==> config.mk <==
export PLATFORM = sky130hd
export DESIGN_NAME = tes_timer
export DESIGN_NICKNAME = d
export VERILOG_FILES = /design/src/pkg/tes_pkg.sv /design/src/verilog/tes_timer.sv
export SDC_FILE = /design/constraint.sdc
export NUM_CORES = 1
export LEC_CHECK = 0
export ABC_AREA = 1
export BUFFER_PORTS_ARGS = -buffer_cell sky130_fd_sc_hd__buf_4
export CAP_MARGIN = 20
export CORE_MARGIN = 1
export CORE_UTILIZATION = 40
export DETAILED_ROUTE_END_ITERATION = 10
export SETUP_SLACK_MARGIN = 0.02
export SLEW_MARGIN = 20
export SYNTH_ARGS = -nofsm -noshare
export SYNTH_HDL_FRONTEND = slang
export SYNTH_SLANG_ARGS = --single-unit
export TNS_END_PERCENT = 1
==> constraint.sdc <==
create_clock -name aclk -period 2.8 [get_ports aclk]
set_input_delay 0.28 -clock aclk [delete_from_list [all_inputs] [get_ports aclk]]
set_output_delay 0.28 -clock aclk [all_outputs]
set_load 0.02 [all_outputs]
==> src/pkg/tes_pkg.sv <==
// constants for the 8-bit timer/event counter with square wave and pwm
// assumes a 32-bit axi4-lite slave port and one 20 MHz system clock
package tes_pkg;
  // register byte offsets
  localparam logic [7:0] OFF_COUNTER = 8'h00;
  localparam logic [7:0] OFF_COMPARE = 8'h04;
  localparam logic [7:0] OFF_CLKSEL  = 8'h08;
  localparam logic [7:0] OFF_MODE    = 8'h0c;
  // mode_control_reg fields
  localparam int MB_OUT_EN   = 0;
  localparam int MB_INVERT   = 1;
  localparam int MB_FF_RESET = 2;
  localparam int MB_FF_SET   = 3;
  localparam int MB_PWM      = 6;
  localparam int MB_COUNT_EN = 7;
  // bits 2..5 always read as zero
  localparam logic [7:0] MODE_READ_MASK = 8'hc3;
  localparam logic [7:0] MODE_RESET     = 8'h00;
  localparam logic [7:0] COMPARE_RESET  = 8'h00;
  localparam logic [2:0] CLKSEL_RESET   = 3'h0;
  localparam logic [7:0] COUNT_ZERO     = 8'h00;
  localparam logic [7:0] COUNT_TOP      = 8'hff;
  // clock select codes
  localparam logic [2:0] SEL_EV_FALL = 3'h0;
  localparam logic [2:0] SEL_EV_RISE = 3'h1;
  // prescaler masks for codes 2..7: fx, /2, /4, /64, /256, /8192
  localparam int PRE_W = 13;
  localparam logic [PRE_W-1:0] MASK_DIV1    = 13'h0000;
  localparam logic [PRE_W-1:0] MASK_DIV2    = 13'h0001;
  localparam logic [PRE_W-1:0] MASK_DIV4    = 13'h0003;
  localparam logic [PRE_W-1:0] MASK_DIV64   = 13'h003f;
  localparam logic [PRE_W-1:0] MASK_DIV256  = 13'h00ff;
  localparam logic [PRE_W-1:0] MASK_DIV8192 = 13'h1fff;
  // axi responses
  localparam logic [1:0] RESP_OKAY   = 2'h0;
  localparam logic [1:0] RESP_SLVERR = 2'h2;
  localparam logic [31:0] RDATA_ZERO = 32'h0000_0000;
  // register selector
  typedef enum logic [2:0] {
    REG_COUNTER = 3'b000,
    REG_COMPARE = 3'b001,
    REG_CLKSEL  = 3'b010,
    REG_MODE    = 3'b011,
    REG_NONE    = 3'b100
  } tes_reg_t;
endpackage

==> src/verilog/tes_timer.sv <==
// 8-bit timer/event counter: interval, event count, square wave, pwm
// assumes axi4-lite master on aclk; event pin is asynchronous
// What this block does
// - select 00h falling, 01h rising event edge
// - count enable starts counting event pulses
// - match raises interrupt, clears counter, repeats
// - inversion enabled: output flop toggles per match
// - square frequency is 1 over 2t(N+1)
// - set/reset bits preset flop outside pwm
// - mode bit 6 selects pwm
// - pwm bit 1 picks active level
// - bit 0 enables output waveform
// - pwm inactive until overflow, active until match
// - stopping count makes pwm output inactive
// - pwm cycle 256 clocks, width N
// - pwm compare write buffered until overflow
// - compare read returns new value before transfer
// - first match may be up to one count clock early
// - count enable 0 clears and halts counter
// - output disabled holds pin low
//
// The implementer's own choices: the AXI4-Lite interface to the registers and the register offsets.
`timescale 1ns/1ps
module tes_timer (
  // clock and reset
  input  wire logic        aclk,
  input  wire logic        aresetn,
  // axi4-lite write address and data
  input  wire logic [7:0]  s_axi_awaddr,
  input  wire logic [2:0]  s_axi_awprot,
  input  wire logic        s_axi_awvalid,
  output logic             s_axi_awready,
  input  wire logic [31:0] s_axi_wdata,
  input  wire logic [3:0]  s_axi_wstrb,
  input  wire logic        s_axi_wvalid,
  output logic             s_axi_wready,
  // axi4-lite write response
  output logic [1:0]       s_axi_bresp,
  output logic             s_axi_bvalid,
  input  wire logic        s_axi_bready,
  // axi4-lite read
  input  wire logic [7:0]  s_axi_araddr,
  input  wire logic [2:0]  s_axi_arprot,
  input  wire logic        s_axi_arvalid,
  output logic             s_axi_arready,
  output logic [31:0]      s_axi_rdata,
  output logic [1:0]       s_axi_rresp,
  output logic             s_axi_rvalid,
  input  wire logic        s_axi_rready,
  // pins and event
  input  wire logic        event_input_pin,
  output logic             timer_output_pin,
  output logic             match_interrupt
);

  function automatic tes_pkg::tes_reg_t decode(input logic [7:0] a);
    unique case (a)
      tes_pkg::OFF_COUNTER: decode = tes_pkg::REG_COUNTER;
      tes_pkg::OFF_COMPARE: decode = tes_pkg::REG_COMPARE;
      tes_pkg::OFF_CLKSEL:  decode = tes_pkg::REG_CLKSEL;
      tes_pkg::OFF_MODE:    decode = tes_pkg::REG_MODE;
      default:              decode = tes_pkg::REG_NONE;
    endcase
  endfunction

  function automatic logic [tes_pkg::PRE_W-1:0] pre_mask(
    input logic [2:0] sel);
    unique case (sel)
      3'h2:    pre_mask = tes_pkg::MASK_DIV1;
      3'h3:    pre_mask = tes_pkg::MASK_DIV2;
      3'h4:    pre_mask = tes_pkg::MASK_DIV4;
      3'h5:    pre_mask = tes_pkg::MASK_DIV64;
      3'h6:    pre_mask = tes_pkg::MASK_DIV256;
      default: pre_mask = tes_pkg::MASK_DIV8192;
    endcase
  endfunction

  logic [7:0]               event_counter_reg;
  logic [7:0]               compare_value_reg;
  logic [7:0]               cmp_active_reg;
  logic [2:0]               clock_select_reg;
  logic [7:0]               mode_control_reg;
  logic                     out_ff_reg;
  logic                     pwm_level_reg;
  logic [tes_pkg::PRE_W-1:0] pre_reg;
  logic [2:0]               ev_sync_reg;
  logic [7:0]               awaddr_reg;
  logic [31:0]              wdata_reg;
  logic [3:0]               wstrb_reg;
  logic                     aw_have_reg;
  logic                     w_have_reg;

  logic                     count_enable;
  logic                     pwm_mode_select;
  logic                     invert_or_active_level;
  logic                     output_enable;
  logic                     tick;
  logic                     match;
  logic                     overflow;
  logic                     do_write;
  logic                     wr_lane0;
  tes_pkg::tes_reg_t        wr_sel;
  logic [7:0]               count_next;

  assign count_enable           = mode_control_reg[tes_pkg::MB_COUNT_EN];
  assign pwm_mode_select        = mode_control_reg[tes_pkg::MB_PWM];
  assign invert_or_active_level = mode_control_reg[tes_pkg::MB_INVERT];
  assign output_enable          = mode_control_reg[tes_pkg::MB_OUT_EN];
  assign do_write = aw_have_reg && w_have_reg && !s_axi_bvalid;
  assign wr_sel   = decode(awaddr_reg);
  assign wr_lane0 = do_write && wstrb_reg[0];
  assign count_next = event_counter_reg + 8'h01;

  // event pin synchroniser, third stage for edge detection
  always_ff @(posedge aclk)
  begin
    if (!aresetn)
      ev_sync_reg <= 3'h0;
    else
      ev_sync_reg <= {ev_sync_reg[1:0], event_input_pin};
  end

  // free-running prescaler; start is not aligned to it
  always_ff @(posedge aclk)
  begin
    if (!aresetn)
      pre_reg <= '0;
    else
      pre_reg <= pre_reg + 13'h0001;
  end

  // count clock: event edge or prescaled system clock
  always_comb
  begin
    unique case (clock_select_reg)
      tes_pkg::SEL_EV_FALL: tick = ev_sync_reg[2] && !ev_sync_reg[1];
      tes_pkg::SEL_EV_RISE: tick = !ev_sync_reg[2] && ev_sync_reg[1];
      default: tick = (pre_reg & pre_mask(clock_select_reg))
                      == pre_mask(clock_select_reg);
    endcase
  end

  assign match    = tick && count_enable && !pwm_mode_select
                    && event_counter_reg == cmp_active_reg;
  assign overflow = tick && count_enable && pwm_mode_select
                    && event_counter_reg == tes_pkg::COUNT_TOP;

  // counter
  always_ff @(posedge aclk)
  begin
    if (!aresetn)
      event_counter_reg <= tes_pkg::COUNT_ZERO;
    else if (!count_enable)
      event_counter_reg <= tes_pkg::COUNT_ZERO;
    else if (match)
      event_counter_reg <= tes_pkg::COUNT_ZERO;
    else if (tick)
      event_counter_reg <= count_next;
  end

  // interrupt pulse on each match
  always_ff @(posedge aclk)
  begin
    if (!aresetn)
      match_interrupt <= 1'b0;
    else
      match_interrupt <= match;
  end

  // compare register as software wrote it
  always_ff @(posedge aclk)
  begin
    if (!aresetn)
      compare_value_reg <= tes_pkg::COMPARE_RESET;
    else if (wr_lane0 && wr_sel == tes_pkg::REG_COMPARE)
      compare_value_reg <= wdata_reg[7:0];
  end

  // compare value in use; in pwm with count enabled, transfers only at overflow
  always_ff @(posedge aclk)
  begin
    if (!aresetn)
      cmp_active_reg <= tes_pkg::COMPARE_RESET;
    else if (!pwm_mode_select || !count_enable || overflow)
      cmp_active_reg <= compare_value_reg;
  end

  always_ff @(posedge aclk)
  begin
    if (!aresetn)
      clock_select_reg <= tes_pkg::CLKSEL_RESET;
    else if (wr_lane0 && wr_sel == tes_pkg::REG_CLKSEL)
      clock_select_reg <= wdata_reg[2:0];
  end

  // set/reset strobes are not stored
  always_ff @(posedge aclk)
  begin
    if (!aresetn)
      mode_control_reg <= tes_pkg::MODE_RESET;
    else if (wr_lane0 && wr_sel == tes_pkg::REG_MODE)
      mode_control_reg <= wdata_reg[7:0] & tes_pkg::MODE_READ_MASK;
  end

  // timer output flip-flop for non-pwm modes
  always_ff @(posedge aclk)
  begin
    if (!aresetn)
      out_ff_reg <= 1'b0;
    else if (wr_lane0 && wr_sel == tes_pkg::REG_MODE && !wdata_reg[tes_pkg::MB_PWM]
             && wdata_reg[tes_pkg::MB_FF_SET] != wdata_reg[tes_pkg::MB_FF_RESET])
      out_ff_reg <= wdata_reg[tes_pkg::MB_FF_SET];
    else if (match && invert_or_active_level)
      out_ff_reg <= !out_ff_reg;
  end

  // pwm active phase: overflow to match
  always_ff @(posedge aclk)
  begin
    if (!aresetn)
      pwm_level_reg <= 1'b0;
    else if (!count_enable || !pwm_mode_select)
      pwm_level_reg <= 1'b0;
    else if (overflow)
      pwm_level_reg <= compare_value_reg != tes_pkg::COUNT_ZERO;
    else if (tick && count_next == cmp_active_reg)
      pwm_level_reg <= 1'b0;
  end

  // output pin
  always_ff @(posedge aclk)
  begin
    if (!aresetn)
      timer_output_pin <= 1'b0;
    else if (!output_enable)
      timer_output_pin <= 1'b0;
    else if (pwm_mode_select)
      timer_output_pin <= pwm_level_reg ^ invert_or_active_level;
    else
      timer_output_pin <= out_ff_reg;
  end

  // axi write address and data capture
  always_ff @(posedge aclk)
  begin
    if (!aresetn)
    begin
      aw_have_reg   <= 1'b0;
      s_axi_awready <= 1'b0;
      awaddr_reg    <= 8'h00;
    end
    else if (s_axi_awvalid && s_axi_awready)
    begin
      aw_have_reg   <= 1'b1;
      s_axi_awready <= 1'b0;
      awaddr_reg    <= s_axi_awaddr;
    end
    else if (s_axi_bvalid && s_axi_bready)
      aw_have_reg <= 1'b0;
    else
      s_axi_awready <= !aw_have_reg;
  end

  always_ff @(posedge aclk)
  begin
    if (!aresetn)
    begin
      w_have_reg   <= 1'b0;
      s_axi_wready <= 1'b0;
      wdata_reg    <= tes_pkg::RDATA_ZERO;
      wstrb_reg    <= 4'h0;
    end
    else if (s_axi_wvalid && s_axi_wready)
    begin
      w_have_reg   <= 1'b1;
      s_axi_wready <= 1'b0;
      wdata_reg    <= s_axi_wdata;
      wstrb_reg    <= s_axi_wstrb;
    end
    else if (s_axi_bvalid && s_axi_bready)
      w_have_reg <= 1'b0;
    else
      s_axi_wready <= !w_have_reg;
  end

  always_ff @(posedge aclk)
  begin
    if (!aresetn)
    begin
      s_axi_bvalid <= 1'b0;
      s_axi_bresp  <= tes_pkg::RESP_OKAY;
    end
    else if (do_write)
    begin
      s_axi_bvalid <= 1'b1;
      s_axi_bresp  <= (wr_sel == tes_pkg::REG_NONE) ? tes_pkg::RESP_SLVERR
                                                    : tes_pkg::RESP_OKAY;
    end
    else if (s_axi_bready)
      s_axi_bvalid <= 1'b0;
  end

  // axi read: one request, answer next cycle
  always_ff @(posedge aclk)
  begin
    if (!aresetn)
    begin
      s_axi_arready <= 1'b0;
      s_axi_rvalid  <= 1'b0;
      s_axi_rdata   <= tes_pkg::RDATA_ZERO;
      s_axi_rresp   <= tes_pkg::RESP_OKAY;
    end
    else if (s_axi_arvalid && s_axi_arready)
    begin
      s_axi_arready <= 1'b0;
      s_axi_rvalid  <= 1'b1;
      s_axi_rresp   <= tes_pkg::RESP_OKAY;
      s_axi_rdata   <= tes_pkg::RDATA_ZERO;
      unique case (decode(s_axi_araddr))
        tes_pkg::REG_COUNTER: s_axi_rdata[7:0] <= event_counter_reg;
        tes_pkg::REG_COMPARE: s_axi_rdata[7:0] <= compare_value_reg;
        tes_pkg::REG_CLKSEL:  s_axi_rdata[2:0] <= clock_select_reg;
        tes_pkg::REG_MODE:    s_axi_rdata[7:0] <= mode_control_reg;
        tes_pkg::REG_NONE:    s_axi_rresp      <= tes_pkg::RESP_SLVERR;
      endcase
    end
    else if (s_axi_rvalid && s_axi_rready)
      s_axi_rvalid <= 1'b0;
    else
      s_axi_arready <= !s_axi_rvalid;
  end
endmodule

==> results of run 1 <==
==> synth_stat cells, types with 3 or more instances <==
library cell | count | area share [%]
sky130_fd_sc_hd__a21oi_1 | 48 | 6.1
sky130_fd_sc_hd__buf_4 | 27 | 5.1
sky130_fd_sc_hd__clkbuf_1 | 10 | 0.95
sky130_fd_sc_hd__dfxtp_1 | 85 | 43
sky130_fd_sc_hd__inv_1 | 64 | 6.1
sky130_fd_sc_hd__nand2_1 | 71 | 6.7
sky130_fd_sc_hd__nand2_2 | 4 | 0.63
sky130_fd_sc_hd__nand3_1 | 23 | 2.9
sky130_fd_sc_hd__nand3_2 | 3 | 0.76
sky130_fd_sc_hd__nand4_1 | 5 | 0.79
sky130_fd_sc_hd__nor2_1 | 82 | 7.8
sky130_fd_sc_hd__nor2_2 | 3 | 0.48
sky130_fd_sc_hd__nor3_1 | 9 | 1.1
sky130_fd_sc_hd__nor4_1 | 3 | 0.48
sky130_fd_sc_hd__o21ai_0 | 61 | 7.7
sky130_fd_sc_hd__xnor2_1 | 8 | 1.8
sky130_fd_sc_hd__xor2_1 | 6 | 1.3
==> cells by family after synthesis <==
kind of cell | count (synthesis) | share of synthesized area (%)
flip-flops | 85 | 43.07
buffers and inverters | 105 | 12.86
XOR/XNOR | 14 | 3.103
AND/OR/NAND/NOR | 211 | 23.40
other | 1 | 0.09491
AO/OA/AOI/OAI | 124 | 16.85
adder cells (fa/ha/maj) | 2 | 0.6332
==> metrics by stage <==
step | setup slack [ns] | instance area [um2] | instances | power, uW | hold slack, ns
final | 0.9508 | 4497 | 722 | 2236 | 0.1042
after global routing | 0.7745 | 4497 | 722 | 2344 | 0.08630
after CTS | 0.9399 | 4497 | 722 | 2270 | 0.09025
after detailed placement | 0.9561 | 4320 | 706 | 1484 | 0.4052
after global placement | 0.9412 | 4320 | 706 | 1480 | 0.4052
after floorplan | 1.219 | 4045 | 567 | 1442 | 0.3776
==> worst max-delay path, stage by stage, from the launching register on <==
cell	delay, ns
sky130_fd_sc_hd__dfxtp_1	0.48
sky130_fd_sc_hd__ha_1	0.25
sky130_fd_sc_hd__nand2_2	0.10
sky130_fd_sc_hd__nor2_2	0.13
sky130_fd_sc_hd__nand3_2	0.11
sky130_fd_sc_hd__nor3_2	0.15
sky130_fd_sc_hd__nand4_2	0.17
sky130_fd_sc_hd__nand2_4	0.16
sky130_fd_sc_hd__inv_4	0.07
sky130_fd_sc_hd__nor2_1	0.09
sky130_fd_sc_hd__nor2_1	0.05
==> layer usage <==
layer  vias to the layer above  GRT usage [%]  wire, um
met4                         0          4.905        70
met2                        82          28.99      3860
li1                       1794              -         -
met1                      1547          22.44      4061
met3                         5          3.865       379
met5                         -              0         0
==> final cells by class <==
| cell class | instances | share of cell area (%) |
|---|---|---|
| Inverter | 65 | 5.481 |
| Tap cell | 129 | 3.589 |
| Sequential cell | 85 | 37.84 |
| Timing Repair Buffer | 50 | 8.347 |
| Clock buffer | 10 | 2.838 |
| Clock inverter | 6 | 1.085 |
| Multi-Input combinational cell | 377 | 40.82 |
==> power breakdown <==
group          switching (uW)  internal, uW
Sequential               20.5          1240
Combinational             122          69.6
Clock                     452           330
Total                     595          1640
==> worst paths after layout <==
check | startpoint | endpoint | slack [ns] | depth (start not counted)
setup reg to reg | event_counter_reg[0] | cmp_active_reg[5] | 0.95 | 10
hold reg to reg | ev_sync_reg[0] | ev_sync_reg[1] | 0.42 | 2
setup / recovery | event_counter_reg[0] | cmp_active_reg[5] | 0.95 | 10
hold / removal | event_input_pin | ev_sync_reg[0] | 0.10 | 3
==> impl_results.rst, run 1 <==
.. list-table::
   :header-rows: 1

   * - Metric
     - Value
   * - Final clock period utilization by the worst path
     - between 60% and 70%
   * - Largest clock skew in the final design
     - 0.01338 ns
   * - Worst skew pair latency
     - 0.35 ns
   * - Post-route DRC violation count
     - 0
   * - Vias per inst
     - 4.748
   * - Top_reg_cell synth
     - sky130_fd_sc_hd__dfxtp_1
   * - Max Cap Viol
     - 0
   * - Placer Congestion
     - ~0.84
   * - Min-delay worst type
     - input pin to flip-flop
   * - Setup CP Type
     - flip-flop to flip-flop
   * - Status
     - completed
   * - Maximum fanout along the worst path
     - 9
   * - Initial antenna violation count
     - 0
   * - Setup repair after global routing missed its margin
     - no
   * - Total number of clock tree sinks
     - 85
   * - Synthesized netlist cell count
     - 542
   * - Number of I/O pins
     - 109
   * - Effective utilization at floorplan
     - 41.97%
   * - Post-CTS setup buffer count
     - 0
   * - Commonest non-fill, non-tap cell in the layout
     - sky130_fd_sc_hd__dfxtp_1
   * - Count of hold buffers inserted by post-cts repair
     - 0
   * - Highest achievable clock rate
     - 540.8 MHz
   * - Final-stage net count
     - 656
   * - Headroom to the max-slew limit
     - 46.50%
   * - Number of synthesized flops with an enable pin
     - 0
   * - Type of element capturing the critical path
     - flip-flop
   * - Setup TNS
     - 0 ns
   * - Hold violation total from the final report
     - 0
   * - Overall global routing resource usage
     - 17.33%
   * - Antenna-violating nets left
     - 0
   * - Die footprint
     - 10,280 um2
   * - Shortest period the worst path allows
     - 1.849 ns
   * - Die Wd
     - ~100 um
   * - Flip-flop count of the largest register, all copies and words added
     - 13
   * - Share of the core filled with cells in the final layout
     - 47.76%
   * - Most frequent cells in the layout
     - sky130_fd_sc_hd__dfxtp_1, sky130_fd_sc_hd__nor2_1, sky130_fd_sc_hd__nand2_1
   * - Max-slew violation count
     - 0
   * - FF/Latch Area
     - 1702 um2
   * - Number of I/O port buffers
     - 49
   * - Syn_area_per_cell
     - 7.290 um2
   * - Post-Route WL
     - 8371 um
   * - Signed area change from the synthesized netlist to the final layout
     - 13.81%
   * - Ratio of total power to cell area
     - 497.3 nW/um2
   * - Multi-input combinational cell area
     - 1836 um2
   * - Signal arrival time at the worst endpoint
     - approximately 2.1 ns
   * - Buffer depth of the longest clock path
     - 2
   * - Final global-route overflow total
     - 0
   * - Portion of the post-synthesis area used by sequential elements
     - about 43%
   * - Summed instance area of the synthesized netlist
     - 3951 um2
   * - Total vias in the final route
     - 3,428
   * - Yosys synthesis warning count
     - 0
   * - Core Box Area
     - 9415 um2
   * - Clock tree from TritonCTS
     - done
   * - Number of distinct standard cells referenced by the synthesized netlist
     - 41
   * - Critical path data required time
     - 3.05 ns
   * - Number of diodes
     - 0
   * - Initial detailed-routing violation count
     - between 100 and 150
   * - Fill cell count
     - 953
   * - Number of synthesized register bits
     - 85
   * - CTS root buf
     - sky130_fd_sc_hd__clkbuf_8
   * - Number of detailed-routing iterations run before antenna repair
     - 4
   * - Total CTS buffers
     - 9
   * - Routed wire length per instance
     - 11.59 um
   * - Die Ht
     - 101.4 um
   * - Type of origin of the critical path
     - flip-flop
   * - Worst slew pin tran
     - ~0.8 ns
   * - Count of instances resized after the clock tree is built
     - 0
   * - Max IR drop VDD
     - 219.4 uV
   * - Vias in the first global route
     - 3,063
   * - Setup-failing EPs final
     - 0
   * - # H-tree levels
     - 3
   * - Ratio of cells with drive above 1 in the final layout
     - 13.83%
   * - HPWL after detailed placement
     - about 6200 um
   * - Fraction of synthesis flops using an asynchronous set or reset pin
     - 0%
   * - Pin count of the biggest net entering global routing
     - 56
   * - Clock-pin slew reported for the worst setup and hold paths after clock tree synthesis
     - roughly 0.090 ns
   * - Leak
     - 0.001855 uW
   * - First-pass GRT wire length
     - approximately 14,000 um
   * - Floorplan row count
     - 35
No activity file was read; power rests on OpenSTA's default activity.
==> run 2: changes to the inputs <==
--- a/config.mk
+++ b/config.mk
@@ -11,6 +11,7 @@
 export CORE_MARGIN = 1
 export CORE_UTILIZATION = 40
 export DETAILED_ROUTE_END_ITERATION = 10
+export PLACE_DENSITY = 0.66
 export SETUP_SLACK_MARGIN = 0.02
 export SLEW_MARGIN = 20
 export SYNTH_ARGS = -nofsm -noshare
==> constraint.sdc (replaced) <==
create_clock -name aclk -period 1.68 [get_ports aclk]
set_input_delay 0.168 -clock aclk [delete_from_list [all_inputs] [get_ports aclk]]
set_output_delay 0.168 -clock aclk [all_outputs]
set_load 0.02 [all_outputs]
==> impl_results.rst, run 2 (synthesis results as in run 1) <==
.. list-table::
   :header-rows: 1

   * - Metric
     - Value
   * - Final global-route overflow total
     - 0
   * - # H-tree levels
     - 3
   * - Antenna-violating nets left
     - 0
   * - Count of buffering cells on the critical path with inverters included
     - 1
   * - Setup repair after global routing missed its margin
     - yes
   * - Critical path data required time
     - around 1.9 ns
   * - Vias in the first global route
     - roughly 3,400
   * - Final clock period utilization by the worst path
     - 99.10%
   * - Total vias in the final route
     - 3,536
   * - Core Box Area
     - 9415 um2
   * - Max Cap Viol
     - 0
   * - Die Wd
     - 101.4 um
   * - Largest clock skew in the final design
     - 0.01046 ns
   * - Worst hold margin
     - ~0.058 ns
   * - Leak
     - roughly 0.002 uW
   * - Setup-failing EPs final
     - 0
   * - HPWL after detailed placement
     - 6538 um
   * - Overall global routing resource usage
     - 18.61%
   * - Commonest non-fill, non-tap cell in the layout
     - sky130_fd_sc_hd__dfxtp_1
   * - Min-delay worst type
     - input pin to flip-flop
   * - Maximum fanout along the worst path
     - 8
   * - Floorplan row count
     - 35
   * - Status
     - completed
   * - Type of origin of the critical path
     - flip-flop
   * - Die footprint
     - 10,280 um2
   * - Most frequent cells in the layout
     - sky130_fd_sc_hd__dfxtp_1, sky130_fd_sc_hd__nor2_1, sky130_fd_sc_hd__buf_4
   * - Placer Congestion
     - 0.8799
   * - Setup CP Type
     - flip-flop to flip-flop
   * - Flip-flop count of the largest register, all copies and words added
     - 13
   * - Total CTS buffers
     - 9
   * - Max stage delay on crit path
     - 0.36 ns
   * - Effective utilization at floorplan
     - a little over two fifths
   * - Highest achievable clock rate
     - 600.7 MHz
   * - Signal arrival time at the worst endpoint
     - 1.92 ns
   * - CTS root buf
     - sky130_fd_sc_hd__clkbuf_8
   * - Signed area change from the synthesized netlist to the final layout
     - 21.47%
   * - Worst skew pair latency
     - approximately 0.36 ns
   * - First-pass GRT wire length
     - 15,030 um
   * - Routed wire length per instance
     - 11.86 um
   * - Hold violation total from the final report
     - 0
   * - Cells along the critical path
     - ha_4, nand2_4, nor2_4, nand3_2, nor3_2, nand4_2, nand2_4, inv_8, nor2_1, nor2_1
   * - Die Ht
     - 101.4 um
   * - Final-stage net count
     - 682
   * - Clock-pin slew reported for the worst setup and hold paths after clock tree synthesis
     - around 0.090 ns
   * - Shortest period the worst path allows
     - 1.665 ns
   * - Initial antenna violation count
     - 0
   * - PnR Total Power
     - 3834 uW
   * - Post-route DRC violation count
     - 0
   * - Type of element capturing the critical path
     - flip-flop
   * - Clock tree from TritonCTS
     - done
   * - Number of I/O port buffers
     - 49
   * - Ratio of total power to cell area
     - 798.7 nW/um2
   * - Max-slew violation count
     - 0
   * - Buffer depth of the longest clock path
     - 2
   * - Total number of clock tree sinks
     - 85
   * - Max stage delay cell, worst path
     - sky130_fd_sc_hd__dfxtp_2
   * - Number of detailed-routing iterations run before antenna repair
     - 4
   * - Post-Route WL
     - between 8000 and 9000 um
   * - Vias per inst
     - ~4.7
   * - Pin count of the biggest net entering global routing
     - 34
   * - Largest delay contributor family on the critical path
     - simple AND/OR/NAND/NOR gates
   * - Initial detailed-routing violation count
     - roughly 120
   * - Number of I/O pins
     - 109
   * - Max IR drop VDD
     - 633.2 uV
   * - Ratio of cells with drive above 1 in the final layout
     - 20.36%
   * - Number of diodes
     - 0
-- run 2: worst paths after layout --
path / cells after the start / to / slack (ns) / start
worst max-delay path: 10 / cmp_active_reg[0] / 0.02 / event_counter_reg[0]
worst min register to register: 2 / ev_sync_reg[1] / 0.41 / ev_sync_reg[0]
worst min-delay path: 3 / awaddr_reg[3] / 0.06 / s_axi_awaddr[3]
worst max register to register: 10 / cmp_active_reg[0] / 0.02 / event_counter_reg[0]
-- run 2: per-layer routing --
layer  GRT usage (%)  part of all wire, %
met1           22.99                   46
met3           4.831                  5.1
met2           31.55                   48
met4           6.132                  1.5
met5               0                    0
-- run 2: final cells by class --
cell class              count  area (um2)
multi-input cells         378        1917
fillers                   909        4616
inverters                  65       251.5
clock buffers              10       137.6
flip-flops and latches     85        1710
well taps                 129       161.4
clock inverters             6       52.55
repair buffers             75       569.3
-- run 2: through the flow --
stage,std cells,worst slack [ns],TNS (ns),cell area (um2),util [%]
2_1_floorplan,567,0.09879,0,4045,-
3_3_place_gp,728,0.06865,0,4486,47.64
3_5_place_dp,728,0.008557,0,4486,47.64
4_1_cts,745,0.02764,0,4688,49.79
5_1_grt,748,-0.1250,-1.232,4800,50.98
6_report,748,0.01520,0,4800,50.98
-- run 2: what timing repair did --
action | 4_1_cts | 5_1_grt
endpoints found under the hold margin | 1 | 0
gates cloned | 0 | 1
pin swaps | 0 | 5
hold buffers | 1 | 0
gates resized for setup | 1 | 26
endpoints found under the setup margin | 1 | 21
buffers inserted | 0 | 2
-- run 2: worst register-to-register path, stage by stage (launching register included) --
cell	delay [ns]
sky130_fd_sc_hd__dfxtp_2	0.36
sky130_fd_sc_hd__ha_4	0.16
sky130_fd_sc_hd__nand2_4	0.06
sky130_fd_sc_hd__nor2_4	0.12
sky130_fd_sc_hd__nand3_2	0.09
sky130_fd_sc_hd__nor3_2	0.19
sky130_fd_sc_hd__nand4_2	0.19
sky130_fd_sc_hd__nand2_4	0.19
sky130_fd_sc_hd__inv_8	0.07
sky130_fd_sc_hd__nor2_1	0.09
sky130_fd_sc_hd__nor2_1	0.05
-- run 2: power breakdown --
group / total [uW] / switching, uW / internal (uW)
combinational: 330 / 207 / 122
clock: 1400 / 799 / 603
sequential: 2100 / 33.8 / 2070
total: 3830 / 1040 / 2790
==> run 3: changes to the inputs <==
--- a/config.mk
+++ b/config.mk
@@ -9,9 +9,9 @@
 export BUFFER_PORTS_ARGS = -buffer_cell sky130_fd_sc_hd__buf_4
 export CAP_MARGIN = 20
 export CORE_MARGIN = 1
-export CORE_UTILIZATION = 40
+export CORE_UTILIZATION = 47
 export DETAILED_ROUTE_END_ITERATION = 10
-export PLACE_DENSITY = 0.66
+export PLACE_DENSITY = 0.76
 export SETUP_SLACK_MARGIN = 0.02
 export SLEW_MARGIN = 20
 export SYNTH_ARGS = -nofsm -noshare
==> impl_results.rst, run 3 (synthesis results as in run 1) <==
.. list-table::
   :header-rows: 1

   * - Metric
     - Value
   * - Status
     - completed
   * - Number of cells after detailed placement
     - 702
   * - Type of element capturing the critical path
     - flip-flop
   * - Design area
     - 4771 um2
   * - Number of detailed-routing iterations run before antenna repair
     - 6
   * - Largest clock skew in the final design
     - 0.01071 ns
   * - Shortest period the worst path allows
     - roughly 1.6 ns
   * - Buffer depth of the longest clock path
     - 2
   * - Pin count of the biggest net entering global routing
     - 34
   * - Die Ht
     - 93.69 um
   * - Hold violation total from the final report
     - 0
   * - Maximum fanout along the worst path
     - 8
   * - Ratio of total power to cell area
     - 832.6 nW/um2
   * - Final global-route overflow total
     - 0
   * - Largest delay contributor family on the critical path
     - simple AND/OR/NAND/NOR gates
   * - Final clock period utilization by the worst path
     - between 90% and 100%
   * - Worst skew pair latency
     - 0.36 ns
   * - Critical path data required time
     - between 1.5 and 2 ns
   * - Max IR drop VDD
     - 667.1 uV
   * - Highest achievable clock rate
     - between 600 and 700 MHz
   * - Leak
     - 0.002010 uW
   * - Met1 layer usage reported by global route
     - 24.52%
   * - Placer Congestion
     - 0.8599
   * - Floorplan row count
     - 33
   * - Met3 track demand over resource
     - 4.773%
   * - Share of the core filled with cells in the final layout
     - 58.36%
   * - Max Cap Viol
     - 0
   * - Number of I/O port buffers
     - 49
   * - First-pass GRT wire length
     - 13,740 um
   * - Core Box Area
     - 8175 um2
   * - Total cell area at the placement stage
     - 4441 um2
   * - Effective utilization at floorplan
     - about 48%
   * - Peak-usage layer in the global routing report
     - met2
   * - Count of buffering cells on the critical path with inverters included
     - 1
   * - Signal arrival time at the worst endpoint
     - between 1.5 and 2 ns
   * - Net switching share of the total power
     - 25.81%
   * - Setup-failing EPs final
     - 0
   * - Overall global routing resource usage
     - 20.02%
   * - Most frequent cells in the layout
     - sky130_fd_sc_hd__nor2_1, sky130_fd_sc_hd__dfxtp_1, sky130_fd_sc_hd__nand2_1
   * - Max stage delay cell, worst path
     - sky130_fd_sc_hd__dfxtp_2
   * - Max stage delay on crit path
     - 0.36 ns
   * - Relative contribution of the clock network to total power
     - between 30% and 40%
   * - Switching component of the power
     - 1025 uW
   * - Post-Route WL
     - 8489 um
   * - Initial antenna violation count
     - 0
   * - Cell internal pwr
     - 2947 uW
   * - # H-tree levels
     - 3
   * - Total CTS buffers
     - 9
   * - Number of diodes
     - 0
   * - Setup CP Type
     - flip-flop to flip-flop
   * - Routed wire length per instance
     - 11.79 um
   * - Met2 track utilization from global routing
     - 34.18%
   * - Final-stage net count
     - 678
   * - Max-slew violation count
     - 0
   * - Vias per inst
     - 5.029
   * - Die footprint
     - between 8000 and 9000 um2
   * - Total vias in the final route
     - 3,621
   * - Ratio of cells with drive above 1 in the final layout
     - between 20% and 30%
   * - Post-route non-filler standard cell count
     - 720
   * - Signed area change from the synthesized netlist to the final layout
     - 20.74%
   * - Post-Place Setup Slack
     - between 0.004 and 0.005 ns
   * - Vias in the first global route
     - 3,099
   * - Min-delay worst type
     - input pin to flip-flop
   * - Total number of clock tree sinks
     - 85
   * - Number of I/O pins
     - 109
   * - Antenna-violating nets left
     - 0
   * - Flip-flop count of the largest register, all copies and words added
     - 13
   * - Share of power burned in combinational logic
     - 8.3%
   * - Cells along the critical path
     - ha_4, nand2_4, nor2_4, nand3_2, nor3_2, nand4_2, nand2_4, inv_6, nor2_1, nor2_1
   * - Worst hold margin
     - 0.05814 ns
   * - Post-CTS setup buffer count
     - 0
   * - CTS root buf
     - sky130_fd_sc_hd__clkbuf_8
   * - Post-route DRC violation count
     - 0
   * - Die Wd
     - 93.69 um
   * - Clock-pin slew reported for the worst setup and hold paths after clock tree synthesis
     - about 0.090 ns
   * - Initial detailed-routing violation count
     - about 240
   * - Slack of the critical path
     - around 0.052 ns
   * - HPWL after detailed placement
     - 6347 um
   * - Type of origin of the critical path
     - flip-flop
   * - Setup repair after global routing missed its margin
     - yes
   * - Sequential share of power
     - 52.9%
   * - Clock tree from TritonCTS
     - done
## run 3: final timing paths
check | start | slack, ns | cells past startpoint | end
worst min register to register | ev_sync_reg[0] | 0.43 | 2 | ev_sync_reg[1]
worst min-delay path | s_axi_awaddr[3] | 0.06 | 3 | awaddr_reg[3]
worst max register to register | event_counter_reg[0] | 0.05 | 10 | cmp_active_reg[7]
worst max-delay path | event_counter_reg[0] | 0.05 | 10 | cmp_active_reg[7]
## run 3: per-stage QoR
stage               TNS, ns  total power [uW]
floorplan                 0              2403
global placement          0              2467
detailed placement        0              2477
CTS                       0              3998
global route        -0.6815              4141
finish                    0              3972
## run 3: cell type report
type                            instances  area, um2
Fill cell                             740       3405
Multi-Input combinational cell        378       1924
Sequential cell                        85       1717
Timing Repair Buffer                   71      535.5
Inverter                               65      249.0
Clock buffer                           10      137.6
Tap cell                              105      131.4
Clock inverter                          6      76.32
## run 3: power groups by stage
stage | logic, uW | clock network, uW | registers, uW
3_3_place_gp | 320 | 0 | 2150
6_report | 331 | 1540 | 2100
2_1_floorplan | 247 | 0 | 2160
4_1_cts | 329 | 1570 | 2100
3_5_place_dp | 326 | 0 | 2150
5_1_grt | 373 | 1660 | 2110
## run 3: repair_timing
item                       4_1_cts  5_1_grt
cloned                           0        1
pin swaps                        1        5
hold endpoints to repair         1        0
resized for setup                1       35
setup endpoints to repair       10       29
hold buffers                     1        0
## run 3: tightest hold or removal path, delay by kind of cell
| kind | cells | cell delay, ns |
|---|---|---|
| AND/OR/NAND/NOR | 1 | 0.07 |
| buffers and inverters | 1 | 0.07 |
| AO/OA/AOI/OAI | 1 | 0.07 |
## run 3: metal layers
metal	wire length [um]	vias up
li1	-	1839
met1	3687	1638
met4	147	0
met2	4130	129
met3	523	15
met5	0	-
